File: src/tsd_defines.vh
// constants for the touch status and button level register bank
`ifndef TSD_DEFINES_VH
`define TSD_DEFINES_VH

`define TSD_OFS_STATUS 8'h00
`define TSD_OFS_PRESS 8'h01
`define TSD_OFS_CH0_LO 8'h02
`define TSD_OFS_CH0_HI 8'h03
`define TSD_OFS_CH1_LO 8'h04
`define TSD_OFS_CH1_HI 8'h05
`define TSD_OFS_CH2_LO 8'h06
`define TSD_OFS_CH2_HI 8'h07

`define TSD_ST_ANY_PRESS 7
`define TSD_ST_READY 6
`define TSD_ST_WRITABLE 5
`define TSD_ST_SATURATED 4
`define TSD_ST_SEQ_FAULT 3
`define TSD_ST_OSC_FAULT 2
`define TSD_ST_TIMEOUT 1
`define TSD_ST_INTEGRITY 0
`define TSD_PS_DATA_RDY 4

`define TSD_RST_STATUS 8'h40
`define TSD_RST_PRESS 8'h00
`define TSD_RST_LEVEL 12'h000

`define TSD_LEVEL_MAX 12'h7FF
`define TSD_LEVEL_MIN 12'h800

`define TSD_PRESS_LIMIT_S 64'h0000000000000032
`define TSD_CLK_HZ 64'h0000000002FAF080

`endif

File: src/tsd_status_regs.v
// status, press state and channel level register bank with read port
`timescale 1ns/1ps
`include "tsd_defines.vh"

module tsd_status_regs
#(
  parameter CNT_W = 32,
  parameter [63:0] PRESS_LIMIT_CYCLES = `TSD_PRESS_LIMIT_S * `TSD_CLK_HZ
)
(
  input wire clk,
  input wire rst_n,
  input wire rd_en,
  input wire [7:0] rd_addr,
  output reg [7:0] rd_data,
  output reg rd_valid,
  input wire chip_ready,
  input wire regs_writable,
  input wire [3:0] press_chn,
  input wire press_timer_disable,
  input wire sequencer_fault,
  input wire oscillator_start_fault,
  input wire integrity_error,
  input wire capture_busy,
  input wire capture_done,
  input wire [11:0] ch0_level_in,
  input wire [11:0] ch1_level_in,
  input wire [11:0] ch2_level_in,
  input wire [11:0] ch3_level_in
);

  localparam ST_IDLE = 2'b01;
  localparam ST_RESP = 2'b10;

  reg [1:0] state;
  reg [1:0] next_state;
  reg flag_any_press;
  reg flag_ready;
  reg flag_writable;
  reg flag_saturated;
  reg flag_seq_fault;
  reg flag_osc_fault;
  reg flag_timeout;
  reg flag_integrity;
  reg data_rdy;
  reg [3:0] press_state;
  reg [11:0] ch0_level;
  reg [11:0] ch1_level;
  reg [11:0] ch2_level;
  reg [CNT_W-1:0] press_cnt [0:3];
  reg [3:0] press_expired;
  reg [7:0] next_rd_data;
  integer i;

  wire rd_status = rd_en && (rd_addr == `TSD_OFS_STATUS);
  wire rd_press = rd_en && (rd_addr == `TSD_OFS_PRESS);
  wire any_saturated;
  wire timeout_event;
  wire [7:0] status_view;
  wire [7:0] press_view;

  // true when a signed 12-bit level sits at either extreme code
  function is_saturated;
    input [11:0] level;
    begin
      is_saturated = (level == `TSD_LEVEL_MAX) ||
                     (level == `TSD_LEVEL_MIN);
    end
  endfunction

  // sticky flag: a set in the clearing cycle wins so no event is lost
  function sticky_next;
    input cur;
    input set;
    input clr;
    begin
      sticky_next = set | (cur & ~clr);
    end
  endfunction

  assign any_saturated = is_saturated(ch0_level_in) |
                         is_saturated(ch1_level_in) |
                         is_saturated(ch2_level_in) |
                         is_saturated(ch3_level_in);

  // one event per press: the counter parks at the limit until release
  assign timeout_event = |press_expired;

  assign status_view = {flag_any_press, flag_ready, flag_writable,
                        flag_saturated, flag_seq_fault, flag_osc_fault,
                        flag_timeout, flag_integrity};

  assign press_view = {3'b000, data_rdy, press_state};

  // press duration timers, one per channel
  always @(posedge clk or negedge rst_n)
  begin
    if (!rst_n)
    begin
      for (i = 0; i < 4; i = i + 1)
        press_cnt[i] <= {CNT_W{1'b0}};
      press_expired <= 4'h0;
    end
    else
    begin
      for (i = 0; i < 4; i = i + 1)
      begin
        press_expired[i] <= 1'b0;
        if (!press_chn[i] || press_timer_disable)
          press_cnt[i] <= {CNT_W{1'b0}};
        else if ({{(64-CNT_W){1'b0}}, press_cnt[i]} < PRESS_LIMIT_CYCLES)
        begin
          press_cnt[i] <= press_cnt[i] + {{(CNT_W-1){1'b0}}, 1'b1};
          if ({{(64-CNT_W){1'b0}}, press_cnt[i]} + 64'h1 ==
              PRESS_LIMIT_CYCLES)
            press_expired[i] <= 1'b1;
        end
      end
    end
  end

  // live levels of status bits 6 and 5 and of the press bits
  always @(posedge clk or negedge rst_n)
  begin
    if (!rst_n)
    begin
      flag_ready <= 1'b1;
      flag_writable <= 1'b0;
      press_state <= 4'h0;
    end
    else
    begin
      flag_ready <= chip_ready;
      flag_writable <= regs_writable;
      press_state <= press_chn;
    end
  end

  // sticky status flags cleared by a status read
  always @(posedge clk or negedge rst_n)
  begin
    if (!rst_n)
    begin
      flag_any_press <= 1'b0;
      flag_saturated <= 1'b0;
      flag_seq_fault <= 1'b0;
      flag_osc_fault <= 1'b0;
      flag_timeout <= 1'b0;
      flag_integrity <= 1'b0;
    end
    else
    begin
      flag_any_press <= sticky_next(flag_any_press, |press_chn,
                                    rd_status);
      flag_saturated <= sticky_next(flag_saturated, any_saturated,
                                    rd_status);
      flag_seq_fault <= sticky_next(flag_seq_fault, sequencer_fault,
                                    rd_status);
      flag_osc_fault <= sticky_next(flag_osc_fault,
                                    oscillator_start_fault,
                                    rd_status);
      flag_timeout <= sticky_next(flag_timeout, timeout_event,
                                  rd_status);
      flag_integrity <= sticky_next(flag_integrity, integrity_error,
                                    rd_status);
    end
  end

  // new data flag: completion sets it and wins, capture in progress or a press read clears it
  always @(posedge clk or negedge rst_n)
  begin
    if (!rst_n)
      data_rdy <= 1'b0;
    else if (capture_done)
      data_rdy <= 1'b1;
    else if (capture_busy || rd_press)
      data_rdy <= 1'b0;
  end

  // levels are latched on capture completion so both bytes stay coherent
  always @(posedge clk or negedge rst_n)
  begin
    if (!rst_n)
    begin
      ch0_level <= `TSD_RST_LEVEL;
      ch1_level <= `TSD_RST_LEVEL;
      ch2_level <= `TSD_RST_LEVEL;
    end
    else if (capture_done)
    begin
      ch0_level <= ch0_level_in;
      ch1_level <= ch1_level_in;
      ch2_level <= ch2_level_in;
    end
  end

  // read data decode, unmapped offsets read as zero
  always @*
  begin
    case (rd_addr)
      `TSD_OFS_STATUS: next_rd_data = status_view;
      `TSD_OFS_PRESS: next_rd_data = press_view;
      `TSD_OFS_CH0_LO: next_rd_data = ch0_level[7:0];
      `TSD_OFS_CH0_HI: next_rd_data = {4'h0, ch0_level[11:8]};
      `TSD_OFS_CH1_LO: next_rd_data = ch1_level[7:0];
      `TSD_OFS_CH1_HI: next_rd_data = {4'h0, ch1_level[11:8]};
      `TSD_OFS_CH2_LO: next_rd_data = ch2_level[7:0];
      `TSD_OFS_CH2_HI: next_rd_data = {4'h0, ch2_level[11:8]};
      default: next_rd_data = 8'h00;
    endcase
  end

  // read handshake state
  always @*
  begin
    case (state)
      ST_IDLE: next_state = rd_en ? ST_RESP : ST_IDLE;
      ST_RESP: next_state = rd_en ? ST_RESP : ST_IDLE;
      default: next_state = ST_IDLE;
    endcase
  end

  // the snapshot taken is the pre-clear value, so a read reports the event
  always @(posedge clk or negedge rst_n)
  begin
    if (!rst_n)
    begin
      state <= ST_IDLE;
      rd_data <= 8'h00;
      rd_valid <= 1'b0;
    end
    else
    begin
      state <= next_state;
      rd_valid <= rd_en;
      if (rd_en)
        rd_data <= next_rd_data;
    end
  end

endmodule

File: config.mk
export PLATFORM = sky130hd
export DESIGN_NAME = tsd_status_regs
export DESIGN_NICKNAME = d
export VERILOG_FILES = /design/src/tsd_status_regs.v
export VERILOG_INCLUDE_DIRS = /design/src /design/src/src
export SDC_FILE = /design/constraint.sdc
export NUM_CORES = 1
export LEC_CHECK = 0
export ABC_CLOCK_PERIOD_IN_PS = 3400
export BUFFER_PORTS_ARGS = -buffer_cell sky130_fd_sc_hd__buf_2
export CORE_AREA = 2 2 154 126
export CTS_CLUSTER_DIAMETER = 200
export DETAILED_ROUTE_END_ITERATION = 6
export DIE_AREA = 0 0 156 128
export MAX_ROUTING_LAYER = met4
export PLACE_DENSITY_LB_ADDON = 0.25
export RECOVER_POWER = 50
export SLEW_MARGIN = 20
export SYNTH_ARGS = -nofsm -noshare
export SYNTH_HDL_FRONTEND = slang
export SYNTH_SLANG_ARGS = --single-unit
File: constraint.sdc
create_clock -name clk -period 3.4 [get_ports clk]
set_input_delay 0.34 -clock clk [delete_from_list [all_inputs] [get_ports clk]]
set_output_delay 0.34 -clock clk [all_outputs]
set_load 0.02 [all_outputs]
# After elaboration in Yosys (flattened, before gate mapping)
# Cells that the tools add are included.
# classes
order_cmp	4
n_bitwise	16
add_sub_neg	8
reduce_logical	23
n_mux	23
n_eq_ne	19
# ops
cell	count
two-way mux 32 bit	8
adder 32 x 1 -> 33 bit (second input constant)	4
equality test 33 x 32 -> 1 bit (second input constant)	4
adder 32 x 1 -> 32 bit (second input constant)	4
less-than comparator 32 bit (second input constant)	4
one-hot mux 8 bit (8 select lines)	1
equality test 12 x 11 -> 1 bit (second input constant)	4
equality test 12 bit (second input constant)	4
equality test 8 x 3 -> 1 bit (second input constant)	4
equality test 8 x 2 -> 1 bit (second input constant)	2
two-way mux 1 bit	14
nonzero test 2 bit	5
logical OR 1 bit	9
OR 1 bit	9
equality test 8 x 1 -> 1 bit (second input constant)	1
zero test 8 bit	1
OR reduction 4 bit	2
AND 1 bit	6
zero test 1 bit	4
logical AND 1 bit	2
NOT 1 bit	1
# totals
elab_cells	113
out_inout_bits	9
reg_bits	190
input_bits	71

# Depth between registers and ports, before layout
# Gate-level depths: netlist (run 1).
# logic_depth
word_depth	6
mapped_depth	10
mapped_depth_nobuf	8

# Least setup slack after synthesis (run 1)
# No wires, ideal clock.
# synth_timing
kind	reg-to-reg
start	reg press_cnt[119] (netlist bit)
end	reg press_expired[0]
arrival_ns	2.327
setup_slack_ns	0.977
stages_incl_launch_ff	9
period_less_slack_ns	2.423
cell_sequence	dfrtp_1 > clkbuf_1 > nor4_1 > a31oi_1 > o311ai_1 > nand3_1 > nor4_1 > or4b_1 > nor4_2
# synth_via
elab_chain_cells	5
elab_cells_between_ends	6
# synth_rtl
item	line	source
start, declared	tsd_status_regs.v:50	reg [CNT_W-1:0] press_cnt [0:3];
start signal, assigned by index	tsd_status_regs.v:101	press_cnt[i] <= {CNT_W{1'b0}};
start signal, assigned by index	tsd_status_regs.v:110	press_cnt[i] <= {CNT_W{1'b0}};
start signal, assigned by index	tsd_status_regs.v:113	press_cnt[i] <= press_cnt[i] + {{(CNT_W-1){1'b0}}, 1'b1};
adder 32 x 1 -> 33 bit	tsd_status_regs.v:114	if ({{(64-CNT_W){1'b0}}, press_cnt[i]} + 64'h1 ==
equality test 33 x 32 -> 1 bit	tsd_status_regs.v:114	
two-way mux 1 bit	tsd_status_regs.v:114	
two-way mux 1 bit *	tsd_status_regs.v:111	else if ({{(64-CNT_W){1'b0}}, press_cnt[i]} < PRESS_LIMIT_CYCLES)
two-way mux 1 bit *	tsd_status_regs.v:109	if (!press_chn[i] || press_timer_disable)
end signal, assigned	tsd_status_regs.v:102	press_expired <= 4'h0;
end signal, assigned by index	tsd_status_regs.v:108	press_expired[i] <= 1'b0;
end signal, assigned by index	tsd_status_regs.v:116	press_expired[i] <= 1'b1;
end, declared	tsd_status_regs.v:51	reg [3:0] press_expired;
# Mark *: on every way between the ends. The rest lies on a longest branch, timed or not.
# A chain may end at the register's enable or synchronous reset.

# Worst setup path after layout (run 1)
# layout_timing
start	reg press_cnt[102] (netlist bit)
end	reg press_expired[0]
# The elaborated chain is that of the path after synthesis.

==> run metrics, run 1 <==
Period Utilization, post-route 78.9%; Clk network pwr share between 40 and 50%; synthesis-to-finish area growth 10.3%; Die Y around 130 microns; Fmax 373 MHz; Post-synth top flop dfrtp_1; via count just over 9000; H-Tree Depth 4; TritonCTS clock tree done; syn_area_per_cell just over 9 sq um; first-pass GRT wire length around 43000 microns; smallest hold slack ~0.016 ns; Post-DRT Antenna Nets 0; Row Count 45; Initial Utilization about three fifths; hold path start regs_writable; Num CTS Buffers 17; total of max-cap violations 2; Detailed Place HPWL 18500 microns; Final nets 1314; startpoint types flop; status finished, violations left; cell count of the worst reg-to-reg path 7; layout cells sized above 1 around 13%; reg2reg setup slack around 0.72 ns; sequential area share after synthesis 43.5%; Setup violations, final 0; relative slew slack -45.2%; Net Count, Synth between 1000 and 1500; antenna violations before repair 1; combinational power share under 10%; Psw around 1100 uW; Final GP Congestion approximately 0.94; Via density 6.20; Yosys Warn Count 0; Worst setup EP type flop; DIE AREA roughly 0.02 sq mm; most common cell after layout, fill and taps aside dfrtp_1; clk sinks 190; Slew Limit Fails between 100 and 150; Max clock buf depth 2; DR WL/cell between 15 and 20 microns; FF+latch count, synth 190; Hold Violations, Final 0; Worst-Margin Slew about 2.2 ns; largest net degree at the start of global routing 86; Mapped Area approximately 0.011 sq mm; Setup CP Type reg2reg; failing checks max-capacitance violations, max-slew violations; Post-CTS Repair Setup Buffers 0; Tot GR Track Use between 20% and 30%; HP Class in2reg; Buffers on Ports just under 80; Sum Neg Setup Slack 0 ns; Reg-to-Reg End press_expired[0]; CP max stage delay 0.51 ns; RSZ-0062 raised after global routing false; reg-to-reg critical path startpoint press_cnt[102]; Post-synth EDFFs 0; Total Routed Length roughly 26000 microns; commonest non-fill, non-tap cells in the layout dfrtp_1 (189), nor2_1 (168), nand2_1 (89), xnor2_1 (77), nand3_1 (64); core area roughly 0.019 sq mm; crit path DAT between 3 and 4 ns; GRT Residual Overflow 0; DIE WIDTH 156 microns; post-synthesis cell count around 1200; Flop pwr share about half; Worst path slowest cell or4b_1; required time worst endpoint between 3 and 4 ns; CP max FO 8; Endpoint, Worst Hold flag_writable; Pleak 0.00459 uW; Peak VDD IR around 0.31 mV; sw frac a little under a quarter; root buf cell clkbuf_16; router iterations before antenna repair 5; DRC 0; cell chain of the critical path nand3_1 > nor4_4 > and4_4 > and3_1 > mux2i_1 > or4b_1 > nor4_2; vias in the first global route approximately 8400; DR iter-0 viols approximately 970; Layout fillers 1545; Final min period between 2 and 3 ns; skew final ~0.0078 ns; post-synth cell types 63; Worst-path clk slew about 0.070 ns; clock latency on the worst-skew pair 0.44 ns; Internal approximately 3600 uW; async set-or-reset flop fraction in the synthesized netlist between 90% and 100%; Hold Path Depth 1; boundary pin count 80; pwr dens around 380 mW/mm^2
-- worst max path at each step --
stage / startpoint / to / slack (ns)
2_1_floorplan: press_cnt[119] / press_expired[0] / 0.98
6_report: press_cnt[102] / press_expired[0] / 0.72
4_1_cts: press_cnt[102] / press_expired[0] / 0.73
3_5_place_dp: press_cnt[102] / press_expired[0] / 0.74
5_1_grt: press_cnt[44] / press_cnt[47] / 0.46
3_3_place_gp: press_cnt[102] / press_expired[0] / 0.82
-- synthesized netlist by cell type (3+ instances only) --
master / n / area [sq um]
dfrtp_1: 189 / 4730
nor2_1: 168 / 631
nand2_1: 89 / 334
xnor2_1: 77 / 674
clkbuf_1: 66 / 248
nand3_1: 64 / 320
nor3_1: 57 / 285
xor2_1: 51 / 447
nand4_1: 44 / 275
o21ai_0: 41 / 205
nor4_1: 40 / 250
mux2_2: 39 / 439
a21oi_1: 32 / 160
inv_1: 26 / 97.6
or3_1: 25 / 156
and3_1: 20 / 125
mux2i_1: 14 / 140
nor2b_1: 13 / 81.3
nand4b_1: 12 / 105
a31oi_1: 10 / 62.6
mux4_2: 9 / 203
nand2b_1: 9 / 56.3
or4_1: 9 / 67.6
and2_1: 8 / 50.1
nor3b_1: 8 / 60.1
and4_1: 7 / 61.3
nor4b_1: 6 / 52.6
o22ai_1: 6 / 37.5
a21o_1: 5 / 37.5
buf_2: 5 / 25.0
a41oi_1: 4 / 35.0
ha_1: 4 / 50.1
nand3b_1: 4 / 30.0
a221oi_1: 3 / 26.3
-- what timing repair did --
item                      CTS  global route
resized for setup           0             0
hold buffers                2             0
hold endpoints to repair   26             0
-- per-stage QoR --
step / total power (uW) / util [%] / cells / instance area (sq um) / setup slack [ns]
floorplan: 2520 / - / 1201 / 10900 / 0.977
global placement: 2670 / 61.9 / 1453 / 11500 / 0.821
detailed placement: 2680 / 61.9 / 1453 / 11500 / 0.742
CTS: 4670 / 65.2 / 1487 / 12100 / 0.726
global route: 4800 / 65.1 / 1488 / 12100 / 0.460
finish: 4640 / 65.1 / 1488 / 12100 / 0.718
-- sequential cells by signal, summed over array words and instances, names as in the netlist --
name and count:
press_state 4, flag_timeout 1, ch0_level 12, data_rdy 1, flag_saturated 1, press_cnt 128, flag_osc_fault 1, flag_seq_fault 1
rd_data 8, flag_any_press 1, rd_valid 1, press_expired 4, flag_writable 1, ch2_level 12, flag_ready 1, flag_integrity 1
ch1_level 12
-- cell type report --
type	count	area, sq um	share of cell area (%)
flip-flops and latches	190	4760	39.5
multi-input cells	911	5810	48.2
clock buffers	21	450	3.74
repair buffers	93	512	4.25
inverters	26	97.6	0.810
diodes	1	2.50	0.0208
clock inverters	11	134	1.11
well taps	235	294	2.44
-- worst max-delay path: cells and delay by family, from the launching register on --
family / cells / cell delay (ns)
and+or+nand+nor: 6 / 2.03
muxes: 1 / 0.08
DFF: 1 / 0.48
-- cells by family after synthesis --
logic type / after synthesis / synth area share, %
and+or+nand+nor: 600 / 28.6
DFF: 190 / 43.5
xor gates and xnor gates: 128 / 10.3
AOI/OAI and AO/OA: 117 / 6.49
buffers and inverters: 100 / 3.50
muxes: 62 / 7.16
adders and majority gates: 4 / 0.458
-- per-layer routing --
layer  part of all wire [%]  routed length (microns)  up-vias  GRT usage (%)
li1                       -                        -     4331              -
met1                     46                    12200     4500           40.5
met2                     45                    11900      358           41.2
met3                    7.1                     1870       32           4.60
met4                    1.6                      429        0           6.91
met5                      0                        0        -              -
-- power by group through the flow --
stage | logic, uW | registers, uW | clock network (uW)
finish | 293 | 2350 | 2000
global route | 323 | 2350 | 2120
CTS | 297 | 2350 | 2030
detailed placement | 293 | 2390 | 0
global placement | 288 | 2380 | 0
floorplan | 143 | 2380 | 0
Note: power is estimated with default switching activity, not from simulation.
==> run 2, diff against run 1 <==
--- a/config.mk
+++ b/config.mk
@@ -6,12 +6,12 @@
 export SDC_FILE = /design/constraint.sdc
 export NUM_CORES = 1
 export LEC_CHECK = 0
-export ABC_CLOCK_PERIOD_IN_PS = 3400
+export ABC_CLOCK_PERIOD_IN_PS = 2300
 export BUFFER_PORTS_ARGS = -buffer_cell sky130_fd_sc_hd__buf_2
-export CORE_AREA = 2 2 154 126
+export CORE_AREA = 2 2 161 132
 export CTS_CLUSTER_DIAMETER = 200
 export DETAILED_ROUTE_END_ITERATION = 6
-export DIE_AREA = 0 0 156 128
+export DIE_AREA = 0 0 163 134
 export MAX_ROUTING_LAYER = met4
 export PLACE_DENSITY_LB_ADDON = 0.25
 export RECOVER_POWER = 50
==> constraint.sdc (replaced) <==
create_clock -name clk -period 2.3 [get_ports clk]
set_input_delay 0.23 -clock clk [delete_from_list [all_inputs] [get_ports clk]]
set_output_delay 0.23 -clock clk [all_outputs]
set_load 0.02 [all_outputs]
==> run metrics, run 2 (same netlist as run 1, synthesis figures left out) <==
total of max-cap violations 2 (unchanged); Slew Limit Fails 113 (-7.4%); GRT Residual Overflow 0 (unchanged); Worst-Margin Slew 2.01 ns (-0.167 ns); Post-DRT Antenna Nets 0 (unchanged); pwr dens 510 mW/mm^2 (+33%); Row Count 47 (+4.4%); Initial Utilization 53.9% (-5.1 points); Final GP Congestion 0.917 (-2.6%); Worst-path clk slew 0.07 ns (about the same); sw frac 23.9% (+0.46 points); Clk network pwr share 44.1% (+1.0 points); Inserted Diodes 0 (-1); Psw 1670 uW (+54%); Worst setup EP type flop; RSZ-0062 raised after global routing true; boundary pin count 80 (unchanged); Detailed Place HPWL 20600 microns (+11%); met2 WL 13500 microns (+14%); required time worst endpoint 2.62 ns (-1.12 ns); most flop-heavy register press_cnt; Die Y 134 microns (+4.7%); total power 7010 uW (+51%); vias in the first global route 9317 (+11%); combinational power share 6.4% (about the same); core area 0.0203 sq mm (+9.5%); DIE WIDTH 163 microns (+4.5%); failing checks max-capacitance violations, max-slew violations; antenna violations before repair 0 (-1); DRC 0 (unchanged); Num CTS Buffers 17 (unchanged); HP Class in2reg; commonest non-fill, non-tap cells in the layout dfrtp_1 (182), buf_4 (166), nor2_1 (165), nand2_1 (86), xnor2_1 (76); skew final 0.0107 ns (+0.00297 ns); clk sinks 190 (unchanged); Buffers on Ports 79 (unchanged); root buf cell clkbuf_16; largest net degree at the start of global routing 76 (-12%); Flop pwr share 49.5% (-1.1 points); startpoint types flop; relative slew slack -34.1% (+11 points); Hold Violations, Final 0 (unchanged); placed cell areas 0.0126 sq mm (+9.5%); routed length on met1 13700 microns (+12%); Final nets 1483 (+13%); Internal 5330 uW (+50%); Final min period 2.28 ns (-0.398 ns); Setup CP Type reg2reg; detailed route wirelength on metal3 1570 microns (-16%); Setup violations, final 0 (unchanged); DR WL/cell 17.3 microns (-2.4%); most common cell after layout, fill and taps aside dfrtp_1; Layout fillers 1605 (+3.9%); Pleak 0.00554 uW (+21%); smallest hold slack 0.0624 ns (+0.0468 ns); synthesis-to-finish area growth 25.7%; Max clock buf depth 2 (unchanged); router iterations before antenna repair 7 (+2); via count 9846 (+6.8%); Total Routed Length 29200 microns (+11%); clock latency on the worst-skew pair 0.44 ns (about the same); DIE AREA 0.0218 sq mm (+9.4%); Period Utilization, post-route 99.3% (+20 points); DR iter-0 viols 841 (-13%); layout cells sized above 1 27.6% (+14 points); Tot GR Track Use 27.7% (-0.19 points); final instance area 0.0137 sq mm (+14%); Top Layer Used met4; CP max FO 7 (-1); status finished, violations left; first-pass GRT wire length 47000 microns (+9.1%); Fmax 438 MHz (+17%); crit path DAT 2.61 ns (-0.41 ns); max FFs per register 128 (unchanged); H-Tree Depth 4 (unchanged); Via density 5.83 (-6.0%); TritonCTS clock tree done; Peak VDD IR 0.462 mV (+48%)
-- run 2: path summary, 6_finish.rpt --
path,end,startpoint,slack [ns],depth (start not counted)
worst max-delay path,press_expired[2],press_cnt[35],0.02,8
worst min-delay path,ch1_level[10],ch1_level_in[10],0.06,2
worst max register to register,press_expired[2],press_cnt[35],0.02,8
worst min register to register,flag_osc_fault,flag_osc_fault,0.48,1
max in group asynchronous,press_cnt[98],rst_n,0.31,2
min in group asynchronous,ch1_level[3],rst_n,0.77,2
-- run 2: cell type report --
| type | count | area, sq um | area share, % |
|---|---|---|---|
| clock buffers | 20 | 467 | 3.40 |
| clock inverters | 12 | 144 | 1.05 |
| inverters | 26 | 97.6 | 0.710 |
| multi-input cells | 911 | 6130 | 44.6 |
| flip-flops and latches | 190 | 4760 | 34.7 |
| well taps | 269 | 337 | 2.45 |
| repair buffers | 262 | 1800 | 13.1 |
-- run 2: layer usage --
metal  track usage (%)  up-vias
met1              39.4     4796
met5                 -        -
met2              42.1      330
met3              3.96       40
li1                  -     4680
met4              6.74        0
-- run 2: through the flow --
stage	cells	worst slack (ns)	setup TNS [ns]	utilization [%]
after CTS	1671	-0.00582	-0.00582	66.0
after detailed placement	1620	-0.0938	-0.236	61.9
after global routing	1690	-0.123	-1.11	67.7
final	1690	0.0162	0	67.7
after floorplan	1201	-0.000643	-0.000643	-
after global placement	1620	-0.0374	-0.0477	61.9
-- run 2: what timing repair did --
| action | CTS | global route |
|---|---|---|
| pin swaps | 7 | 21 |
| gates resized for setup | 12 | 51 |
| hold buffers | 10 | 0 |
| buffers inserted | 9 | 18 |
| endpoints found under the setup margin | 4 | 35 |
| gates cloned | 0 | 1 |
| endpoints found under the hold margin | 79 | 0 |
-- run 2: power groups by stage --
stage               Combinational, uW  Clock (uW)  Sequential [uW]
detailed placement                435           0             3530
CTS                               453        3130             3470
global route                      496        3270             3480
floorplan                         211           0             3520
finish                            450        3090             3470
global placement                  424           0             3530
-- run 2: critical path: stages (launching register included) --
cell and delay [ns]:
dfrtp_1 0.36, nand3_1 0.17, or3_4 0.44, buf_4 0.17, or3_4 0.34, nor2_2 0.17
mux2i_1 0.23, a211oi_2 0.10, and4_1 0.20
